[src/hdl/isnu_pkg.sv]
// package: operation codes, field layouts and reset values
package isnu_pkg;

  localparam int unsigned DATA_W   = 32;
  localparam int unsigned IMM_W    = 16;
  localparam int unsigned OP_W     = 3;
  localparam int unsigned CF_W     = 4;

  // condition field bit positions: lt, gt, eq, summary copy
  localparam int unsigned CF_NEG   = 3;
  localparam int unsigned CF_POS   = 2;
  localparam int unsigned CF_ZERO  = 1;
  localparam int unsigned CF_SO    = 0;

  localparam logic [31:0] RST_RESULT = 32'h0000_0000;
  localparam logic [3:0]  RST_CF     = 4'h0;
  localparam logic        RST_BIT    = 1'b0;
  localparam logic [31:0] ALL_ONES   = 32'hFFFF_FFFF;
  localparam logic [31:0] ONE_WORD   = 32'h0000_0001;

  typedef enum logic [2:0] {
    ISNU_OP_SUB       = 3'b000,
    ISNU_OP_SUB_CARRY = 3'b001,
    ISNU_OP_SUB_IMM   = 3'b010,
    ISNU_OP_SUB_EXT   = 3'b011,
    ISNU_OP_SUB_M1    = 3'b100,
    ISNU_OP_SUB_ZEXT  = 3'b101,
    ISNU_OP_NEGATE    = 3'b110,
    ISNU_OP_IDLE      = 3'b111
  } isnu_op_e;

  // one issued instruction
  typedef struct packed {
    isnu_op_e    op;
    logic        ovf_en;
    logic        rec;
    logic [31:0] first_src_reg;
    logic [31:0] second_src_reg;
    logic [15:0] signed_immediate;
  } isnu_req_s;

  // fixed-point exception register bits kept by this unit
  typedef struct packed {
    logic summary_ovf;
    logic overflow_bit;
    logic carry_bit;
  } isnu_exc_s;

  // adder outcome
  typedef struct packed {
    logic [31:0] sum;
    logic        carry;
    logic        ovf;
  } isnu_add_s;

endpackage

[src/hdl/isnu_top.sv]
// subtract-from and negate datapath with exception and condition bits
`timescale 1ns/1ns
`default_nettype none
module isnu_top
(
  // clock and reset
  input  wire logic                CLK_IN,
  input  wire logic                RESETN_IN,
  // instruction issue
  input  wire logic                VALID_IN,
  input  wire isnu_pkg::isnu_req_s REQ_IN,
  // software load of exception bits (move-to path)
  input  wire logic                EXC_WE_IN,
  input  wire isnu_pkg::isnu_exc_s EXC_IN,
  // result
  output logic                     DONE_OUT,
  output logic [31:0]              RESULT_OUT,
  output logic                     CF_WE_OUT,
  output logic [3:0]               CF_OUT,
  output var isnu_pkg::isnu_exc_s  EXC_OUT
);

  // ==========================================================
  // state
  typedef struct packed {
    logic                done;
    logic [31:0]         result;
    logic                cf_we;
    logic [3:0]          cf;
    isnu_pkg::isnu_exc_s exc;
  } isnu_state_s;

  isnu_state_s st;
  isnu_state_s next_st;

  // ==========================================================
  // operand selection
  logic [31:0] opa;
  logic [31:0] opb;
  logic        cin;
  logic        writes_carry;
  logic        legal;
  logic [31:0] imm_ext;
  logic [31:0] sum;
  logic        carry;
  logic        ovf;

  assign imm_ext = {{16{REQ_IN.signed_immediate[15]}},
                    REQ_IN.signed_immediate};

  always_comb
  begin
    opa          = ~REQ_IN.first_src_reg;
    opb          = REQ_IN.second_src_reg;
    cin          = 1'b1;
    writes_carry = 1'b0;
    legal        = 1'b1;
    // extended forms take the stored carry, not a same-cycle load
    case (REQ_IN.op)
      isnu_pkg::ISNU_OP_SUB:
      begin
        cin = 1'b1;
      end
      isnu_pkg::ISNU_OP_SUB_CARRY:
      begin
        writes_carry = 1'b1;
      end
      isnu_pkg::ISNU_OP_SUB_IMM:
      begin
        opb          = imm_ext;
        writes_carry = 1'b1;
      end
      isnu_pkg::ISNU_OP_SUB_EXT:
      begin
        cin          = st.exc.carry_bit;
        writes_carry = 1'b1;
      end
      isnu_pkg::ISNU_OP_SUB_M1:
      begin
        opb          = isnu_pkg::ALL_ONES;
        cin          = st.exc.carry_bit;
        writes_carry = 1'b1;
      end
      isnu_pkg::ISNU_OP_SUB_ZEXT:
      begin
        opb          = 32'h0000_0000;
        cin          = st.exc.carry_bit;
        writes_carry = 1'b1;
      end
      isnu_pkg::ISNU_OP_NEGATE:
      begin
        opb = 32'h0000_0000;
      end
      default:
      begin
        legal = 1'b0;
      end
    endcase
  end

  isnu_adder
  #(
    .WIDTH (isnu_pkg::DATA_W)
  )
  u_adder
  (
    .a_in      (opa),
    .b_in      (opb),
    .cin_in    (cin),
    .sum_out   (sum),
    .carry_out (carry),
    .ovf_out   (ovf)
  );

  // ==========================================================
  // next state
  logic ovf_on;
  logic rec_en;
  logic next_so;

  always_comb
  begin
    next_st       = st;
    next_st.done  = 1'b0;
    next_st.cf_we = 1'b0;
    // immediate form has no overflow or record variant
    ovf_on = legal && REQ_IN.ovf_en
             && (REQ_IN.op != isnu_pkg::ISNU_OP_SUB_IMM);
    rec_en = legal && REQ_IN.rec
             && (REQ_IN.op != isnu_pkg::ISNU_OP_SUB_IMM);
    // load first, so a same-cycle instruction wins: sticky set beats clear
    if (EXC_WE_IN)
    begin
      next_st.exc = EXC_IN;
    end
    next_so = next_st.exc.summary_ovf;
    if (VALID_IN && legal)
    begin
      next_st.done   = 1'b1;
      next_st.result = sum;
      if (writes_carry)
      begin
        next_st.exc.carry_bit = carry;
      end
      if (ovf_on)
      begin
        next_st.exc.overflow_bit = ovf;
        next_so                  = next_so | ovf;
        next_st.exc.summary_ovf  = next_so;
      end
      if (rec_en)
      begin
        next_st.cf_we = 1'b1;
        next_st.cf[isnu_pkg::CF_NEG]  = sum[31];
        next_st.cf[isnu_pkg::CF_POS]  = ~sum[31] && (sum != '0);
        next_st.cf[isnu_pkg::CF_ZERO] = (sum == '0);
        next_st.cf[isnu_pkg::CF_SO]   = next_so;
      end
    end
  end

  // ==========================================================
  // registers
  always_ff @(posedge CLK_IN or negedge RESETN_IN)
  begin
    if (!RESETN_IN)
    begin
      st.done   <= 1'b0;
      st.result <= isnu_pkg::RST_RESULT;
      st.cf_we  <= 1'b0;
      st.cf     <= isnu_pkg::RST_CF;
      st.exc    <= '0;
    end
    else
    begin
      st <= next_st;
    end
  end

  assign DONE_OUT   = st.done;
  assign RESULT_OUT = st.result;
  assign CF_WE_OUT  = st.cf_we;
  assign CF_OUT     = st.cf;
  assign EXC_OUT    = st.exc;

  // ==========================================================
  // checks
  a_sub_result: assert property (
    @(posedge CLK_IN) disable iff (!RESETN_IN)
    VALID_IN && REQ_IN.op == isnu_pkg::ISNU_OP_SUB && !EXC_WE_IN
    |=> RESULT_OUT == $past(REQ_IN.second_src_reg)
                      - $past(REQ_IN.first_src_reg))
    else $error("subtract-from result wrong");

  a_plain_no_flags: assert property (
    @(posedge CLK_IN) disable iff (!RESETN_IN)
    VALID_IN && REQ_IN.op == isnu_pkg::ISNU_OP_SUB && !REQ_IN.rec
    && !REQ_IN.ovf_en && !EXC_WE_IN
    |=> !CF_WE_OUT && $stable(EXC_OUT))
    else $error("plain form changed flags");

  a_neg_keeps_carry: assert property (
    @(posedge CLK_IN) disable iff (!RESETN_IN)
    VALID_IN && REQ_IN.op == isnu_pkg::ISNU_OP_NEGATE && !EXC_WE_IN
    |=> EXC_OUT.carry_bit == $past(EXC_OUT.carry_bit))
    else $error("negate altered carry");

  a_carry_update: assert property (
    @(posedge CLK_IN) disable iff (!RESETN_IN)
    VALID_IN && REQ_IN.op == isnu_pkg::ISNU_OP_SUB_CARRY
    |=> EXC_OUT.carry_bit ==
        ({1'b0, $past(REQ_IN.second_src_reg)}
         >= {1'b0, $past(REQ_IN.first_src_reg)}))
    else $error("carrying form carry wrong");

  a_ext_result: assert property (
    @(posedge CLK_IN) disable iff (!RESETN_IN)
    VALID_IN && REQ_IN.op == isnu_pkg::ISNU_OP_SUB_ZEXT
    |=> RESULT_OUT == ~$past(REQ_IN.first_src_reg)
                      + {31'h0, $past(EXC_OUT.carry_bit)})
    else $error("zero-extended result wrong");

  a_imm_result: assert property (
    @(posedge CLK_IN) disable iff (!RESETN_IN)
    VALID_IN && REQ_IN.op == isnu_pkg::ISNU_OP_SUB_IMM
    |=> RESULT_OUT == 32'($signed($past(REQ_IN.signed_immediate)))
                      - $past(REQ_IN.first_src_reg) && !CF_WE_OUT)
    else $error("immediate result wrong");

  a_so_sticky: assert property (
    @(posedge CLK_IN) disable iff (!RESETN_IN)
    EXC_OUT.summary_ovf && !EXC_WE_IN |=> EXC_OUT.summary_ovf)
    else $error("summary overflow lost");

  a_cf_matches: assert property (
    @(posedge CLK_IN) disable iff (!RESETN_IN)
    CF_WE_OUT |-> CF_OUT[isnu_pkg::CF_ZERO] == (RESULT_OUT == '0)
                  && CF_OUT[isnu_pkg::CF_NEG] == RESULT_OUT[31]
                  && CF_OUT[isnu_pkg::CF_SO] == EXC_OUT.summary_ovf)
    else $error("condition field inconsistent");

  a_neg_ovf: assert property (
    @(posedge CLK_IN) disable iff (!RESETN_IN)
    VALID_IN && REQ_IN.op == isnu_pkg::ISNU_OP_NEGATE && REQ_IN.ovf_en
    && !EXC_WE_IN
    |=> EXC_OUT.overflow_bit == ($past(REQ_IN.first_src_reg)
                                 == 32'h8000_0000))
    else $error("negate overflow wrong");

endmodule
`default_nettype wire

[src/hdl/isnu_adder.sv]
// three-input 32-bit adder with carry and signed overflow
`timescale 1ns/1ns
`default_nettype none
module isnu_adder
#(
  parameter int unsigned WIDTH = 32
)
(
  // operands
  input  wire logic [WIDTH-1:0] a_in,
  input  wire logic [WIDTH-1:0] b_in,
  input  wire logic             cin_in,
  // outcome
  output logic      [WIDTH-1:0] sum_out,
  output logic                  carry_out,
  output logic                  ovf_out
);

  logic [WIDTH:0] full;

  always_comb
  begin
    full      = {1'b0, a_in} + {1'b0, b_in} + {{WIDTH{1'b0}}, cin_in};
    sum_out   = full[WIDTH-1:0];
    carry_out = full[WIDTH];
    // signed overflow: like-signed operands, sum sign differs
    ovf_out   = (a_in[WIDTH-1] == b_in[WIDTH-1])
              && (full[WIDTH-1] != a_in[WIDTH-1]);
  end

endmodule
`default_nettype wire

[config.mk]
export PLATFORM = sky130hd
export DESIGN_NAME = isnu_top
export DESIGN_NICKNAME = d
export VERILOG_FILES = /design/src/hdl/isnu_pkg.sv /design/src/hdl/isnu_top.sv /design/src/hdl/isnu_adder.sv
export SDC_FILE = /design/constraint.sdc
export NUM_CORES = 1
export LEC_CHECK = 0
export ABC_AREA = 1
export BUFFER_PORTS_ARGS = -buffer_cell sky130_fd_sc_hd__buf_2
export CAP_MARGIN = 0
export CORE_MARGIN = 1
export CORE_UTILIZATION = 49
export DETAILED_ROUTE_END_ITERATION = 8
export GPL_TIMING_DRIVEN = 1
export PLACE_DENSITY = 0.76
export SLEW_MARGIN = 40
export SYNTH_ARGS = -nofsm -noshare
export SYNTH_HDL_FRONTEND = slang
export SYNTH_SLANG_ARGS = --single-unit
[constraint.sdc]
create_clock -name CLK_IN -period 2.6 [get_ports CLK_IN]
set_clock_uncertainty 0.1 [all_clocks]
set_input_delay 0.39 -clock CLK_IN [delete_from_list [all_inputs] [get_ports CLK_IN]]
set_output_delay 0.39 -clock CLK_IN [all_outputs]
set_load 0.02 [all_outputs]
==> out/metrics.json <==
{
  "worst_setup_hold_path_clk_slew_ns": 0.08,
  "cp.buffers_inverters": 5,
  "power_switching_share": 0.4668,
  "grt_use_total": 0.3511,
  "critical_path_peak_fanout": 14,
  "final_cell_area_um2": 8753,
  "ant_nets": 0,
  "dieArea_um2": 10500,
  "post-synth-top-area-cell": "sky130_fd_sc_hd__nand2_1",
  "final_core_utilization": 0.8955,
  "layout.cells.non_filler": 1333,
  "worst_path_cell_trace": "buf_8 > buf_4 > nor2_4 > buf_6 > nand2_1 > a21oi_1 > ha_2 > nand2_4 > inv_2 > nand2_1 > nand2_2 > nand2_1 > nand2_2 > inv_2 > nand2_2 > nand2_4 > nand2_4 > nand2_1 > nand2_1 > nor2_1 > nand2_1 > nor2_1 > nand4_1 > nand2_1",
  "synth_ff_type": "sky130_fd_sc_hd__dfrtp_1",
  "mostFrequentLayoutCells": "sky130_fd_sc_hd__nand2_1, sky130_fd_sc_hd__inv_1, sky130_fd_sc_hd__buf_4, sky130_fd_sc_hd__buf_2, sky130_fd_sc_hd__nor2_1",
  "mappedNetlistNets": 1022,
  "synth_enable_flop_cells": 0,
  "route.detailed.drc": 0,
  "cts-htree-levels": 2,
  "finalSetupViolCount": 30,
  "worst_ep_arrival_time_ns": 3.32,
  "max_slew.worst_pin.slew_ns": 0.5091,
  "pwr-share-seq": 0.190,
  "final.setup.worst_slack_ns": -0.5837,
  "layout_min_cycle_time_ns": 3.184,
  "synth.lib_cells_used.distinct": 32,
  "fillers": 506,
  "fp.coreArea_um2": 9774,
  "port-buffer-count": 132,
  "crit_required_ns": 2.74,
  "finish.net_count": 1324,
  "cts.path.max_buffers": 2,
  "gpl.final_weighted_congestion": 0.9761,
  "timing.critical_path.from_type": "primary input",
  "timing.critical_path.slowest_stage_cell": "sky130_fd_sc_hd__ha_2",
  "yosysSeqAreaShare": 0.2074,
  "worst_supply_voltage_drop_on_vdd_mv": 0.4701,
  "cellPowerDensity_nw_per_um2": 523.4,
  "clock-root-buffer": "sky130_fd_sc_hd__clkbuf_8",
  "timing.critical_path.slowest_cell_delay_ns": 0.33,
  "route.vias.total": 7374,
  "insertion_delay_ns": 0.29,
  "synth_seq_cells": 41,
  "post-dp-hpwl_um": 13530,
  "cts_inserted_buffers": 5,
  "end_kind": "register",
  "first_global_vias": 6232,
  "max_cap_viol_count": 0,
  "postSynthCellCount": 897,
  "hold_viol_final": 0,
  "dpl_cell_area_um2": 6725,
  "rsz0062_at_grt": "yes",
  "layout-area-overhead-vs-synth_pct": 76.98,
  "drt_first_iter_violations": 560,
  "route.final.wire_length_um": 23530,
  "relSlewSlack": 0.6606,
  "cellInternalPower_w": 0.002443,
  "fp.dieH_um": 102.5,
  "dp_cells": 1270,
  "violations": "setup timing",
  "yosysTopAreaCellShare": 0.2489,
  "total_switching_power_w": 0.002139,
  "placementRows": 36,
  "syn_avg_cell_area_um2": 5.514,
  "cp_common_cell": "sky130_fd_sc_hd__nand2_1",
  "drt-wirelength-per-cell_um": 17.65,
  "synthArstFlopShare": 1.000,
  "grt_antenna_before_repair": 0,
  "cpLargestDelayFamily": "simple AND/OR/NAND/NOR gates",
  "cts.sink_count": 41,
  "outcome": "finished, violations left",
  "final_worst_path_period_share": 1.225,
  "drt_pre_antenna_iters": 7,
  "die_x_um": 102.5,
  "grt.overflow.total": 0,
  "power.combinational.fraction": 0.694,
  "post_synth_main_area_contributors": "sky130_fd_sc_hd__nand2_1, sky130_fd_sc_hd__dfrtp_1, sky130_fd_sc_hd__inv_1",
  "synth.yosys.warnings": 0,
  "slew_violations": 0,
  "power.share.clock": 0.116,
  "maxClockFrequency_mhz": 314.1,
  "num_io_pins": 133,
  "grt_pass1_wl_um": 28610,
  "timing.setup.tns_ns": -6.035,
  "min_path_type": "primary input to register",
  "power.leakage_nw": 4.824,
  "post_drt_via_cell_ratio": 5.532,
  "grt_start_max_net_pins": 42,
  "layout-drive-gt1-share": 0.4992,
  "netlist_area_um2": 4946,
  "antenna_cells": 0,
  "floorplan.initialDensity": 0.5060,
  "cts_tree": "done",
  "critical_path_class": "primary input to register",
  "mostFrequentLayoutCell": "sky130_fd_sc_hd__nand2_1"
}
==> power groups by stage <==
stage / clock [W] / sequential, W / combinational, W
global placement: 0 / 0.000861 / 0.00216
finish: 0.000529 / 0.000871 / 0.00318
detailed placement: 0 / 0.000869 / 0.00220
global route: 0.000554 / 0.000883 / 0.00339
floorplan: 0 / 0.00103 / 0.00107
CTS: 0.000521 / 0.000862 / 0.00249
==> cells in the mapped netlist (2+ instances only) <==
cell                       number
sky130_fd_sc_hd__nand2_1      328
sky130_fd_sc_hd__inv_1        168
sky130_fd_sc_hd__nor2_1       124
sky130_fd_sc_hd__dfrtp_1       41
sky130_fd_sc_hd__nand3_1       36
sky130_fd_sc_hd__a21oi_1       31
sky130_fd_sc_hd__ha_1          31
sky130_fd_sc_hd__nand2_2       21
sky130_fd_sc_hd__o21ai_0       20
sky130_fd_sc_hd__a31oi_1       15
sky130_fd_sc_hd__inv_2         10
sky130_fd_sc_hd__nor2_2        10
sky130_fd_sc_hd__clkbuf_1       8
sky130_fd_sc_hd__nand4_1        8
sky130_fd_sc_hd__and2_1         6
sky130_fd_sc_hd__nand3b_1       6
sky130_fd_sc_hd__nor3_1         6
sky130_fd_sc_hd__nor3_2         4
sky130_fd_sc_hd__buf_1          3
sky130_fd_sc_hd__nand3_2        3
sky130_fd_sc_hd__xnor2_1        3
sky130_fd_sc_hd__xor2_1         3
sky130_fd_sc_hd__a21oi_2        2
sky130_fd_sc_hd__fa_1           2
==> logic make-up after synthesis <==
family,share of synthesized area
buffers and inverters,0.1452
flip-flops,0.2074
AND/OR/NAND/NOR,0.4693
multiplexers,0.002024
adder cells (fa/ha/maj),0.08652
AO/OA/AOI/OAI,0.07893
XOR/XNOR,0.01063
==> cell type report <==
class | count | area (um2) | share of cell area
Multi-Input combinational cell | 665 | 4536 | 0.5182
Timing Repair Buffer | 307 | 2210 | 0.2524
Sequential cell | 41 | 1026 | 0.1172
Inverter | 179 | 699.4 | 0.07990
Tap cell | 133 | 166.4 | 0.01901
Clock buffer | 7 | 86.33 | 0.009863
Clock inverter | 1 | 30.03 | 0.003431
==> layer usage <==
metal / vias to the layer above / global-route usage / routed length (um)
met1: 3386 / 0.4298 / 8453
met2: 507 / 0.6185 / 11190
met5: - / 0 / 0
met3: 159 / 0.04446 / 2174
li1: 3322 / - / -
met4: 0 / 0.1451 / 1706
==> state kept, by name, summed over array words and instances (netlist names) <==
register	count
CF_WE_OUT	1
EXC_OUT	3
RESULT_OUT	32
DONE_OUT	1
CF_OUT	4
==> final timing paths <==
path | from | endpoint | slack [ns] | depth (start not counted)
max | REQ_IN[84] | CF_OUT[1] | -0.58 | 24
min | EXC_IN[2] | EXC_OUT[2] | 0.29 | 3
max reg2reg | EXC_OUT[0] | CF_OUT[1] | -0.21 | 21
min reg2reg | RESULT_OUT[12] | RESULT_OUT[12] | 0.39 | 2
max in group asynchronous | RESETN_IN | RESULT_OUT[27] | 1.53 | 2
min in group asynchronous | RESETN_IN | RESULT_OUT[13] | 0.52 | 2
==> through the flow <==
stage	total power [W]	hold WS, ns	setup slack [ns]
after floorplan	0.002101	-0.005591	-0.2685
after global placement	0.003022	0.3613	-0.6926
after detailed placement	0.003065	0.2884	-0.7637
after CTS	0.003868	0.2859	-0.2455
after global routing	0.004827	0.3114	-0.7567
final	0.004582	0.2940	-0.5837
==> repair_timing <==
item                                   CTS  global route
hold buffers                             1             0
buffers inserted                        20            35
pin swaps                               27           112
endpoints found under the hold margin   41             0
setup endpoints to repair               25            31
cloned                                   3             1
gates resized for setup                113           232
==> worst reg2reg max path: cells and delay by family (launching register included) <==
kind | cells | cell delay (ns)
AO/OA/AOI/OAI | 1 | 0.18
adder cells (fa/ha/maj) | 1 | 0.22
buffers and inverters | 4 | 0.46
flip-flops | 1 | 0.47
AND/OR/NAND/NOR | 15 | 1.33
No activity file was read; power rests on OpenSTA's default activity.
